--- config.mk ---
export PLATFORM = sky130hd
export DESIGN_NAME = tcc_conversion_control
export DESIGN_NICKNAME = d
export VERILOG_FILES = /design/src/tcc_pkg.sv /design/src/tcc_conversion_control.sv /design/src/tcc_run_filter.sv
export SDC_FILE = /design/constraint.sdc
export NUM_CORES = 1
export LEC_CHECK = 0
export ABC_AREA = 1
export BUFFER_PORTS_ARGS = -buffer_cell sky130_fd_sc_hd__buf_2
export CAP_MARGIN = 20
export CORE_UTILIZATION = 55
export CTS_BUF_LIST = sky130_fd_sc_hd__clkbuf_2
export CTS_CLUSTER_DIAMETER = 120
export DETAILED_ROUTE_END_ITERATION = 16
export PLACE_DENSITY = 0.76
export SLEW_MARGIN = 40
export SYNTH_ARGS = -nofsm -noshare
export SYNTH_HDL_FRONTEND = slang
export SYNTH_SLANG_ARGS = --single-unit
--- constraint.sdc ---
create_clock -name clk_i -period 16.5 [get_ports clk_i]
set_clock_uncertainty 0.05 [all_clocks]
set_input_delay 0 -clock clk_i [delete_from_list [all_inputs] [get_ports clk_i]]
set_output_delay 0 -clock clk_i [all_outputs]
set_load 0.02 [all_outputs]
--- src/tcc_pkg.sv ---
/*
 Constants, register map and carrier types of the temperature conversion control block.
 Assumes one 25 MHz clock and a register port driven by an external two-wire bus engine.
*/
package tcc_pkg;

   // Pointer addresses
   localparam logic [7:0] PTR_SINGLE_SHOT = 8'h0F;
   localparam logic [7:0] PTR_CHANNEL_SELECT = 8'h16;
   localparam logic [7:0] PTR_REPEAT_COUNT = 8'h22;
   localparam logic [7:0] PTR_IDEALITY_TRIM = 8'h23;
   localparam logic [7:0] PTR_MAKER_ID = 8'hFE;

   // Field positions and reset values
   localparam int LOCAL_CHANNEL_ON_POS = 0;
   localparam int REMOTE_CHANNEL_ON_POS = 1;
   localparam logic [1:0] CHANNEL_SELECT_RST = 2'h3;
   localparam logic [3:0] REPEAT_COUNT_RST = 4'h1;
   localparam logic [7:0] IDEALITY_TRIM_RST = 8'h00;
   localparam logic [7:0] READ_NONE = 8'h00;

   // Arbitrary neutral maker code
   localparam logic [7:0] MAKER_ID_VALUE = 8'hA5;

   // Ideality scaling base
   localparam logic signed [13:0] IDEALITY_BASE = 14'sh0828;

   // Rate timing: code 00h gives the slowest period, each step halves it
   localparam int unsigned CLK_HZ = 25_000_000;
   localparam int unsigned SLOWEST_PERIOD_S = 16;
   localparam int unsigned SLOWEST_PERIOD_CYC = SLOWEST_PERIOD_S * CLK_HZ;
   localparam logic [7:0] RATE_CODE_MAX = 8'h09;
   localparam int RESULT_W = 12;

   typedef struct packed
   {
      logic en;
      logic [7:0] ptr;
      logic [7:0] data;
   } tcc_reg_wr_t;

   typedef struct packed
   {
      logic high;
      logic low;
   } tcc_limit_t;

   typedef struct packed
   {
      logic done;
      logic [RESULT_W-1:0] code;
   } tcc_adc_rsp_t;

   typedef enum logic [2:0]
   {
      ST_HALTED,
      ST_WAIT,
      ST_LOCAL_CONV,
      ST_LOCAL_CMP,
      ST_REMOTE_CONV,
      ST_REMOTE_CMP
   } tcc_state_t;

endpackage : tcc_pkg

--- src/tcc_conversion_control.sv ---
/*
 Conversion sequencing, run filtering and remote calibration of a temperature monitor.
 Assumes a bus engine presenting pointer writes and reads as one-cycle strobes, an
 external converter answering each start with a done pulse, and an external limit
 comparator judging the stored results in the same cycle as result_valid_o.
*/
`timescale 1ns/1ps
module tcc_conversion_control
   import tcc_pkg::*;
#(
   parameter int unsigned SLOWEST_PERIOD = SLOWEST_PERIOD_CYC
)
(
   input wire logic clk_i,
   input wire logic sys_rst_i,
   input wire tcc_reg_wr_t reg_wr_i,
   input wire logic rd_en_i,
   input wire logic [7:0] rd_ptr_i,
   input wire logic halt_conversion_bit_i,
   input wire logic [7:0] rate_code_i,
   input wire logic [RESULT_W-1:0] remote_offset_i,
   input wire tcc_adc_rsp_t adc_rsp_i,
   input wire tcc_limit_t local_limit_i,
   input wire tcc_limit_t remote_limit_i,
   output logic [7:0] rdata_o,
   output logic adc_start_o,
   output logic adc_remote_o,
   output logic busy_o,
   output logic [RESULT_W-1:0] local_result_o,
   output logic [RESULT_W-1:0] remote_result_o,
   output logic result_valid_o,
   output logic limit_event_o
);

   tcc_state_t state_ff;
   tcc_state_t nxt_state;

   logic [1:0] channel_select_ff;
   logic [3:0] repeat_count_ff;
   logic [7:0] ideality_trim_ff;
   logic [7:0] rdata_ff;
   logic single_pending_ff;
   logic single_run_ff;
   logic adc_start_ff;
   logic adc_remote_ff;
   logic busy_ff;
   logic result_valid_ff;
   logic limit_event_ff;
   logic [RESULT_W-1:0] local_result_ff;
   logic [RESULT_W-1:0] remote_result_ff;
   logic [31:0] period_cnt_ff;

   // Register decode
   wire logic wr_single = reg_wr_i.en && (reg_wr_i.ptr == PTR_SINGLE_SHOT);
   wire logic wr_channel = reg_wr_i.en && (reg_wr_i.ptr == PTR_CHANNEL_SELECT);
   wire logic wr_repeat = reg_wr_i.en && (reg_wr_i.ptr == PTR_REPEAT_COUNT);
   wire logic wr_trim = reg_wr_i.en && (reg_wr_i.ptr == PTR_IDEALITY_TRIM);
   wire logic local_on = channel_select_ff[LOCAL_CHANNEL_ON_POS];
   wire logic remote_on = channel_select_ff[REMOTE_CHANNEL_ON_POS];

   // Read mux; the trigger pointer stores nothing and reads as zero
   wire logic [7:0] nxt_rdata =
      (rd_ptr_i == PTR_CHANNEL_SELECT) ? {6'h00, channel_select_ff} :
      (rd_ptr_i == PTR_REPEAT_COUNT) ? {4'h0, repeat_count_ff} :
      (rd_ptr_i == PTR_IDEALITY_TRIM) ? ideality_trim_ff :
      (rd_ptr_i == PTR_MAKER_ID) ? MAKER_ID_VALUE :
      READ_NONE;

   // Thermometer code to run length; odd codes fall back to the top set bit
   wire logic [2:0] need_count = repeat_count_ff[3] ? 3'h4 :
                                 repeat_count_ff[2] ? 3'h3 :
                                 repeat_count_ff[1] ? 3'h2 : 3'h1;

   // Sequence period: halves per rate step, capped at the fastest code
   wire logic [7:0] rate_sel = (rate_code_i > RATE_CODE_MAX) ? RATE_CODE_MAX : rate_code_i;
   wire logic [31:0] period_cyc = 32'(SLOWEST_PERIOD) >> rate_sel[3:0];
   wire logic period_due = (period_cnt_ff >= 32'(period_cyc - 32'h1));

   // Remote correction: T * (2088 + N) / 2088, then the offset in result format
   wire logic signed [RESULT_W-1:0] raw_signed = $signed(adc_rsp_i.code);
   wire logic signed [13:0] trim_scale = IDEALITY_BASE + 14'($signed(ideality_trim_ff));
   wire logic signed [26:0] scaled_prod = 27'(raw_signed) * 27'(trim_scale);
   wire logic signed [26:0] scaled_div = scaled_prod / 27'(IDEALITY_BASE);
   // Wraps rather than saturates; range clamping belongs to the comparator side
   wire logic [RESULT_W-1:0] remote_corrected =
      RESULT_W'(scaled_div[RESULT_W-1:0] + remote_offset_i);

   // A sequence starts from either idle state
   wire logic start_from_halt = !halt_conversion_bit_i || single_pending_ff;
   wire logic start_from_wait = period_due || (halt_conversion_bit_i && single_pending_ff);
   wire logic seq_start =
      ((state_ff == ST_HALTED) && start_from_halt) ||
      ((state_ff == ST_WAIT) && start_from_wait);
   wire logic seq_is_single = halt_conversion_bit_i && single_pending_ff;
   wire logic local_done = (state_ff == ST_LOCAL_CONV) && adc_rsp_i.done;
   wire logic remote_done = (state_ff == ST_REMOTE_CONV) && adc_rsp_i.done;
   wire logic local_sample = (state_ff == ST_LOCAL_CMP);
   wire logic remote_sample = (state_ff == ST_REMOTE_CMP);
   // Where the sequence goes after its last channel
   wire logic end_to_halt = halt_conversion_bit_i || single_run_ff;
   wire logic first_is_remote = !local_on && remote_on;
   wire logic issue_local = seq_start && local_on;
   wire logic issue_remote = (seq_start && first_is_remote) ||
                             (local_sample && remote_on);
   wire logic local_event;
   wire logic remote_event;

   always_comb
   begin
      nxt_state = state_ff;
      unique case (state_ff)
         ST_HALTED, ST_WAIT:
         begin
            if (seq_start)
            begin
               // One channel only: half the busy time of a full sequence
               if (local_on)
                  nxt_state = ST_LOCAL_CONV;
               else if (remote_on)
                  nxt_state = ST_REMOTE_CONV;
               else if (halt_conversion_bit_i)
                  nxt_state = ST_HALTED;
               else
                  nxt_state = ST_WAIT;
            end
            else if ((state_ff == ST_WAIT) && halt_conversion_bit_i)
               nxt_state = ST_HALTED;
         end
         ST_LOCAL_CONV:
         begin
            if (adc_rsp_i.done)
               nxt_state = ST_LOCAL_CMP;
         end
         ST_LOCAL_CMP:
         begin
            if (remote_on)
               nxt_state = ST_REMOTE_CONV;
            else
               nxt_state = end_to_halt ? ST_HALTED : ST_WAIT;
         end
         ST_REMOTE_CONV:
         begin
            if (adc_rsp_i.done)
               nxt_state = ST_REMOTE_CMP;
         end
         ST_REMOTE_CMP:
         begin
            nxt_state = end_to_halt ? ST_HALTED : ST_WAIT;
         end
      endcase
   end

   always_ff @(posedge clk_i or posedge sys_rst_i)
   begin
      if (sys_rst_i)
         state_ff <= ST_HALTED;
      else
         state_ff <= nxt_state;
   end

   // Host registers
   always_ff @(posedge clk_i or posedge sys_rst_i)
   begin
      if (sys_rst_i)
      begin
         channel_select_ff <= CHANNEL_SELECT_RST;
         repeat_count_ff <= REPEAT_COUNT_RST;
         ideality_trim_ff <= IDEALITY_TRIM_RST;
      end
      else
      begin
         if (wr_channel)
            channel_select_ff <= reg_wr_i.data[1:0];
         if (wr_repeat)
            repeat_count_ff <= reg_wr_i.data[3:0];
         if (wr_trim)
            ideality_trim_ff <= reg_wr_i.data;
      end
   end

   always_ff @(posedge clk_i or posedge sys_rst_i)
   begin
      if (sys_rst_i)
         rdata_ff <= READ_NONE;
      else if (rd_en_i)
         rdata_ff <= nxt_rdata;
   end

   // Trigger: only the write event is kept, its data byte is dropped. A trigger with halt_conversion_bit_i
   // set during a running sequence is held and served once that sequence ends; with it clear the trigger is dropped.
   always_ff @(posedge clk_i or posedge sys_rst_i)
   begin
      if (sys_rst_i)
         single_pending_ff <= 1'b0;
      else if (wr_single && halt_conversion_bit_i)
         single_pending_ff <= 1'b1;
      else if (seq_start || !halt_conversion_bit_i)
         single_pending_ff <= 1'b0;
   end

   always_ff @(posedge clk_i or posedge sys_rst_i)
   begin
      if (sys_rst_i)
         single_run_ff <= 1'b0;
      else if (seq_start)
         single_run_ff <= seq_is_single;
   end

   // Period timer restarts with each sequence
   always_ff @(posedge clk_i or posedge sys_rst_i)
   begin
      if (sys_rst_i)
         period_cnt_ff <= 32'h0;
      else if (seq_start || (state_ff == ST_HALTED))
         period_cnt_ff <= 32'h0;
      else if (!period_due)
         period_cnt_ff <= period_cnt_ff + 32'h1;
   end

   // Converter handshake
   always_ff @(posedge clk_i or posedge sys_rst_i)
   begin
      if (sys_rst_i)
      begin
         adc_start_ff <= 1'b0;
         adc_remote_ff <= 1'b0;
         busy_ff <= 1'b0;
      end
      else
      begin
         adc_start_ff <= issue_local || issue_remote;
         if (issue_remote)
            adc_remote_ff <= 1'b1;
         else if (issue_local)
            adc_remote_ff <= 1'b0;
         busy_ff <= (nxt_state == ST_LOCAL_CONV) || (nxt_state == ST_REMOTE_CONV);
      end
   end

   // Result store: local raw, remote calibrated
   always_ff @(posedge clk_i or posedge sys_rst_i)
   begin
      if (sys_rst_i)
      begin
         local_result_ff <= '0;
         remote_result_ff <= '0;
         result_valid_ff <= 1'b0;
      end
      else
      begin
         if (local_done)
            local_result_ff <= adc_rsp_i.code;
         if (remote_done)
            remote_result_ff <= remote_corrected;
         result_valid_ff <= local_done || remote_done;
      end
   end

   tcc_run_filter u_local_filter
   (
      .clk_i(clk_i),
      .sys_rst_i(sys_rst_i),
      .sample_i(local_sample),
      .flags_i(local_limit_i),
      .need_i(need_count),
      .event_o(local_event)
   );

   tcc_run_filter u_remote_filter
   (
      .clk_i(clk_i),
      .sys_rst_i(sys_rst_i),
      .sample_i(remote_sample),
      .flags_i(remote_limit_i),
      .need_i(need_count),
      .event_o(remote_event)
   );

   always_ff @(posedge clk_i or posedge sys_rst_i)
   begin
      if (sys_rst_i)
         limit_event_ff <= 1'b0;
      else
         limit_event_ff <= local_event || remote_event;
   end

   assign rdata_o = rdata_ff;
   assign adc_start_o = adc_start_ff;
   assign adc_remote_o = adc_remote_ff;
   assign busy_o = busy_ff;
   assign local_result_o = local_result_ff;
   assign remote_result_o = remote_result_ff;
   assign result_valid_o = result_valid_ff;
   assign limit_event_o = limit_event_ff;

endmodule : tcc_conversion_control

--- src/tcc_run_filter.sv ---
/*
 Consecutive out-of-limit run filter for one channel.
 Assumes flags_i is valid in the cycle sample_i pulses.
*/
`timescale 1ns/1ps
module tcc_run_filter
   import tcc_pkg::*;
(
   input wire logic clk_i,
   input wire logic sys_rst_i,
   input wire logic sample_i,
   input wire tcc_limit_t flags_i,
   input wire logic [2:0] need_i,
   output logic event_o
);

   logic [2:0] high_run_ff;
   logic [2:0] low_run_ff;
   logic event_ff;
   wire logic [2:0] nxt_high_run;
   wire logic [2:0] nxt_low_run;

   // Saturate at four; an in-limit result restarts the run
   assign nxt_high_run = !flags_i.high ? 3'h0 :
                         (high_run_ff == 3'h4) ? 3'h4 : 3'(high_run_ff + 3'h1);
   assign nxt_low_run = !flags_i.low ? 3'h0 :
                        (low_run_ff == 3'h4) ? 3'h4 : 3'(low_run_ff + 3'h1);

   always_ff @(posedge clk_i or posedge sys_rst_i)
   begin
      if (sys_rst_i)
      begin
         high_run_ff <= 3'h0;
         low_run_ff <= 3'h0;
         event_ff <= 1'b0;
      end
      else if (sample_i)
      begin
         high_run_ff <= nxt_high_run;
         low_run_ff <= nxt_low_run;
         event_ff <= (nxt_high_run >= need_i) || (nxt_low_run >= need_i);
      end
   end

   assign event_o = event_ff;

endmodule : tcc_run_filter

Yosys cells after proc, flatten, opt, wreduce, memory -nomap -nowiden
Cells that the tools add are included.

word-level totals
  memories = 0
  bits in read-only memories = 0
  output and inout port bits = 37
  input bits = 66
  RAM bits = 0
  register bits = 102
  bits in latches = 0

operators by class
  multiply operators = 1
  reductions and logical operators = 34
  add/sub/neg operators = 8
  $lt $le $gt $ge = 6
  bitwise gates (word level) = 0
  equal/unequal tests = 20
  div/mod/pow operators = 1
  multiplexer cells = 32
  shifts and indexed selects = 1

operator list
  kind                                                            number
  2-to-1 mux 32 bit                                               2
  2-to-1 mux 3 bit                                                16
  adder 32 x 1 -> 32 bit (second input constant)                  1
  equality test 8 x 6 -> 1 bit (second input constant)            4
  >= comparator 32 bit                                            1
  2-to-1 mux 8 bit                                                4
  right shift 29 x 4 -> 32 bit (first input constant)             1
  subtractor 32 x 1 -> 32 bit (second input constant)             1
  divider 27 x 13 -> 27 bit (second input constant)               1
  multiplier 12 x 14 -> 26 bit                                    1
  equality test 3 bit (second input constant)                     7
  equality test 8 x 5 -> 1 bit (second input constant)            2
  logical AND 1 bit                                               15
  one-hot mux 3 bit (5 select lines)                              1
  adder 13 x 8 -> 14 bit (first input constant)                   1
  logical OR 1 bit                                                13
  adder 12 bit                                                    1
  adder 3 x 1 -> 3 bit (second input constant)                    4
  >= comparator 3 bit                                             4
  equality test 3 x 2 -> 1 bit (second input constant)            3
  equality test 8 x 4 -> 1 bit (second input constant)            1
  equality test 8 bit (second input constant)                     1
  greater-than comparator 8 x 4 -> 1 bit (second input constant)  1
  2-to-1 mux 1 bit                                                6
  8 further kinds                                                 11

Logic depth before layout (Yosys ltp)
  word-level depth = 12
  depth in mapped cells = 156
  gate-level depth less buffers = 152

Modules after synthesis
From an unflattened synthesis, not the netlist that was laid out.

unflattened totals
  cell total of the unflattened synthesis = 2671
  area total of the unflattened synthesis = 18062.3 um^2

by module, submodules not included
  module                  area an instance (um^2)  cells an instance  seq. area each (um^2)  instances
  tcc_conversion_control  16966.3                  2521               2205.9                 1
  tcc_run_filter          548.0                    75                 175.2                  2

Worst setup path before layout
No wires, ideal clock.

  path kind = reg2reg
  start = register ideality_trim_ff[4]
  end = register remote_result_ff[11], in the netlist remote_result_o[11]
  library setup time = 0.118 ns
  clock period less this slack = 16.719 ns
  slack = -0.219 ns
  buffers on the path = 7
  data required time = 16.332 ns
  data arrival time = 16.551 ns
  cell stages (with the launch flop) = 144
  cell sequence = dfrtp_1 ha_1 or2_2 nand2_1 ha_1 clkbuf_1 inv_1 nand2_1 fa_1 fa_1 inv_1 fa_1 fa_1 inv_1 fa_1 inv_1 ha_1 nand2_1 [... 108 more ...] a31oi_1 nor2_1 nor2_1 o21ai_0 inv_1 nor2_1 o21ai_0 nand2_1 nand2_1 o21ai_0 nand2_1 nand2_1 a21oi_1 xor2_1 xnor2_1 nand3_1 nand3_1 nand2_1

between the ends
  cells in the longest elaborated chain, start to end = 4

ends and longest elaborated chain
  what                          line                           text
  start, declared               tcc_conversion_control.sv:40   logic [7:0] ideality_trim_ff;
  start signal, assigned        tcc_conversion_control.sv:177  ideality_trim_ff <= reg_wr_i.data;
  adder 13 x 8 -> 14 bit        tcc_conversion_control.sv:81   wire logic signed [13:0] trim_scale = IDEALITY_BASE + 14'($signed(ideality_trim_ff));
  multiplier 12 x 14 -> 26 bit  tcc_conversion_control.sv:82   wire logic signed [26:0] scaled_prod = 27'(raw_signed) * 27'(trim_scale);
  divider 27 x 13 -> 27 bit     tcc_conversion_control.sv:83   wire logic signed [26:0] scaled_div = scaled_prod / 27'(IDEALITY_BASE);
  adder 12 bit                  tcc_conversion_control.sv:86   RESULT_W'(scaled_div[RESULT_W-1:0] + remote_offset_i);
  end signal, assigned          tcc_conversion_control.sv:254  remote_result_ff <= remote_corrected;
  end, declared                 tcc_conversion_control.sv:50   logic [RESULT_W-1:0] remote_result_ff;

Every way passes these cells.
A chain may end at the register's enable or synchronous reset.

Final worst setup path
  start = register ideality_trim_ff[3]
  end = register remote_result_ff[11], in the netlist remote_result_o[11]

Same word-level chain as after synthesis.

==> results.py <==
metrics = {
    "run_status": {
        "status": "finished with violations",
        "violations": "setup timing",
    },
    "floorplanning": {
        "fp.dieW_um": 181,
        "die-height_um": 181,
        "ios": 103,
        "dieArea_mm2": 0.0327,
        "start_util": 0.558,
        "fp-row-count": 65,
        "core_area_mm2": 0.0315,
    },
    "sta": {
        "rsz0062_at_grt": "yes",
        "setup_viol": 12,
        "hold_viol": 0,
        "slew_headroom": 0.426,
        "slew_violations": 0,
        "fin_crit_sh": 1.15,
        "worst_slew_pin_slew_ns": 0.858,
        "min_period_ns": 18.95,
        "max_clock_freq_mhz": 52.8,
        "setup_ws_ns": -2.45,
    },
    "min_path": {
        "holdCritStartpoint": "reg_wr_i[7]",
        "hold_depth": 3,
        "hold_class": "primary input to register",
    },
    "clock_network": {
        "cts_made_buffers": 9,
        "clock_path_buffers": 2,
        "cts.sinks": 102,
        "cts.htree.levels": 3,
        "clkLatencyLatePin_ns": 0.68,
        "clockRootBuffer": "clkbuf_2",
        "cts_tree": "yes",
        "clk_pin_slew_worst_paths_ns": 0.29,
    },
    "setup_path": {
        "crit_slowest_cell": "fa_1",
        "worstSetupStartpoint": "ideality_trim_ff[3]$_DFFE_PP0P_",
        "critPathCaptureType": "register",
        "start_kind": "register",
        "cp.required_ns": 17.06,
        "r2r_cells": 139,
        "crit_type": "register to register",
        "cp_max_fo": 8,
        "crit_top_cell": "nand2_1",
        "r2r_start": "ideality_trim_ff[3]$_DFFE_PP0P_",
        "crit_path_max_incr_delay_ns": 0.60,
        "cp.arrival_ns": 19.51,
    },
    "grt": {
        "grt_overflow": 0,
        "grt_pass1_wl_mm": 93.9,
        "track_usage": 0.342,
        "grt_pass1_vias": 20900,
        "grt_max_degree": 71,
        "antenna_found_initial": 2,
    },
    "synthesis": {
        "synth_edf_count": 0,
        "synth_cell_types": 62,
        "netlist_area_mm2": 0.0176,
        "synth_top_flop_cell": "dfrtp_1",
        "synth_top_cell_area_share": 0.167,
        "avgSynthCellArea_um2": 6.39,
        "synth_most_common_cell": "nand2_1",
        "seq_area_frac_synth": 0.145,
        "ys_warn_count": 0,
        "postSynth.asyncResetShare": 1.00,
        "synth_area_leaders": "nand2_1, dfrtp_1, fa_1",
        "synth-seq-cells": 102,
        "yosysTopAreaCell": "nand2_1",
        "yosys-top-cells-count": "nand2_1, inv_1, nor2_1, nand3_1, ha_1",
        "postSynthCellCount": 2749,
    },
    "routing": {
        "drt-pass1-iter-count": 8,
        "wire_per_inst_um": 18.0,
        "dr.first_iter.drc_count": 2471,
        "drcViolationCount": 0,
        "ant_nets": 0,
        "viasPerCell": 5.88,
        "num_vias": 22600,
        "routed_wl_mm": 69.1,
    },
    "cells_and_area": {
        "syn_to_final_growth_pct": 47.0,
        "nFillCells": 1819,
        "drive_above_1_share": 0.374,
        "fin_cells": 3837,
        "nets": 3744,
    },
    "place": {
        "numPortBuffers": 102,
        "placed_cells": 3610,
        "hpwl_mm": 40.0,
        "place.gp.congestion": 0.940,
    },
    "job": {
        "maxCapViolations": 0,
    },
}
==> flip-flops by register name, summed over array words and instances, names as in the netlist, 2 cells and up <==
register,flops
channel_select_ff,2
period_cnt_ff,32
remote_result_o,12
repeat_count_ff,4
u_remote_filter.high_run_ff,3
ideality_trim_ff,8
u_remote_filter.low_run_ff,3
u_local_filter.low_run_ff,3
u_local_filter.high_run_ff,3
local_result_o,12
state_ff,3
rdata_o,8
==> metal layers <==
layer | vias to the layer above | global-route usage | share of wire | wire, um
met5 | - | 0 | 0 | 0
met4 | 0 | 0.136 | 0.079 | 5450
met3 | 594 | 0.0391 | 0.082 | 5670
met2 | 1514 | 0.627 | 0.48 | 33200
met1 | 10500 | 0.406 | 0.36 | 24800
li1 | 9962 | - | - | -
==> worst max-delay path, delay by kind of cell (launching register included) <==
family / cells / cell delay (ns)
flip-flops: 1 / 0.45
adder cells (fa/ha/maj): 8 / 3.43
AND/OR/NAND/NOR: 92 / 10.10
XOR/XNOR: 3 / 0.48
buffers and inverters: 25 / 2.68
AO/OA/AOI/OAI: 11 / 1.58
==> per-stage QoR <==
step / setup WS (ns) / TNS [ns] / utilization / area [um^2] / hold slack (ns)
global placement: -1.07 / -4.17 / 0.680 / 21400 / -0.0181
CTS: -0.486 / -1.46 / 0.758 / 23900 / 0.0204
global route: -3.22 / -29.51 / 0.820 / 25800 / 0.0429
finish: -2.45 / -21.34 / 0.821 / 25800 / 0.0691
floorplan: 0.00544 / 0 / - / 17700 / 0.0877
detailed placement: -1.75 / -10.28 / 0.681 / 21400 / -0.00734
==> path summary, 6_finish.rpt <==
kind,to,slack [ns]
worst min register to register,limit_event_o$_DFF_PP0_,0.46
worst max register to register,remote_result_o[11]$_DFFE_PP0P_,-2.45
min in group asynchronous,remote_result_o[4]$_DFFE_PP0P_,0.36
worst max-delay path,remote_result_o[11]$_DFFE_PP0P_,-2.45
max in group asynchronous,u_local_filter.low_run_ff[1]$_DFFE_PP0N_,15.02
worst min-delay path,ideality_trim_ff[7]$_DFFE_PP0P_,0.07
==> placed cells by master, fill, tap and decap left out, drive strengths merged, types with 4 or more instances in the layout <==
master	n
nand2	878
inv	539
fa	102
conb	5
nor3	31
nor2	286
a21boi	4
xnor2	10
nand3b	7
buf	619
o211ai	7
xor2	56
o21ai	113
nand4	43
dfrtp	99
nand3	250
nor4	11
a211oi	4
ha	148
a21oi	78
clkbuf	9
mux2	5
a31oi	8
dlygate4sd3	69
o31ai	4
clkinv	12
a221oi	5
==> timing repair <==
action / 4_1_cts / 5_1_grt
setup endpoints to repair: 11 / 12
hold buffers: 68 / 1
pin swaps: 86 / 266
buffers inserted: 75 / 58
endpoints found under the hold margin: 165 / 12
cloned: 8 / 0
gates resized for setup: 254 / 394
==> cell families (layout without fill, tap and decap cells) <==
family | count (synthesis) | count (layout) | share of synthesized area
AND/OR/NAND/NOR | 1510 | 1517 | 0.389
buffers and inverters | 577 | 1249 | 0.127
adder cells (fa/ha/maj) | 250 | 250 | 0.222
AO/OA/AOI/OAI | 238 | 238 | 0.0785
flip-flops | 102 | 102 | 0.145
XOR/XNOR | 66 | 66 | 0.0348
multiplexers | 5 | 5 | 0.00320
other | 1 | 8 | 0.000213
==> layout make-up <==
cell class / count / area (um^2) / area share
Inverter: 546 / 2090 / 0.0809
Multi-Input combinational cell: 2081 / 15300 / 0.593
Clock buffer: 9 / 45.0 / 0.00174
Clock inverter: 6 / 37.5 / 0.00145
Sequential cell: 102 / 2560 / 0.0990
Antenna cell: 3 / 7.51 / 0.000291
Tap cell: 402 / 503 / 0.0195
Timing Repair Buffer: 688 / 5260 / 0.204
Power is not shown: default switching activity piles up to over one toggle a cycle in this logic, so the estimate is an artifact.
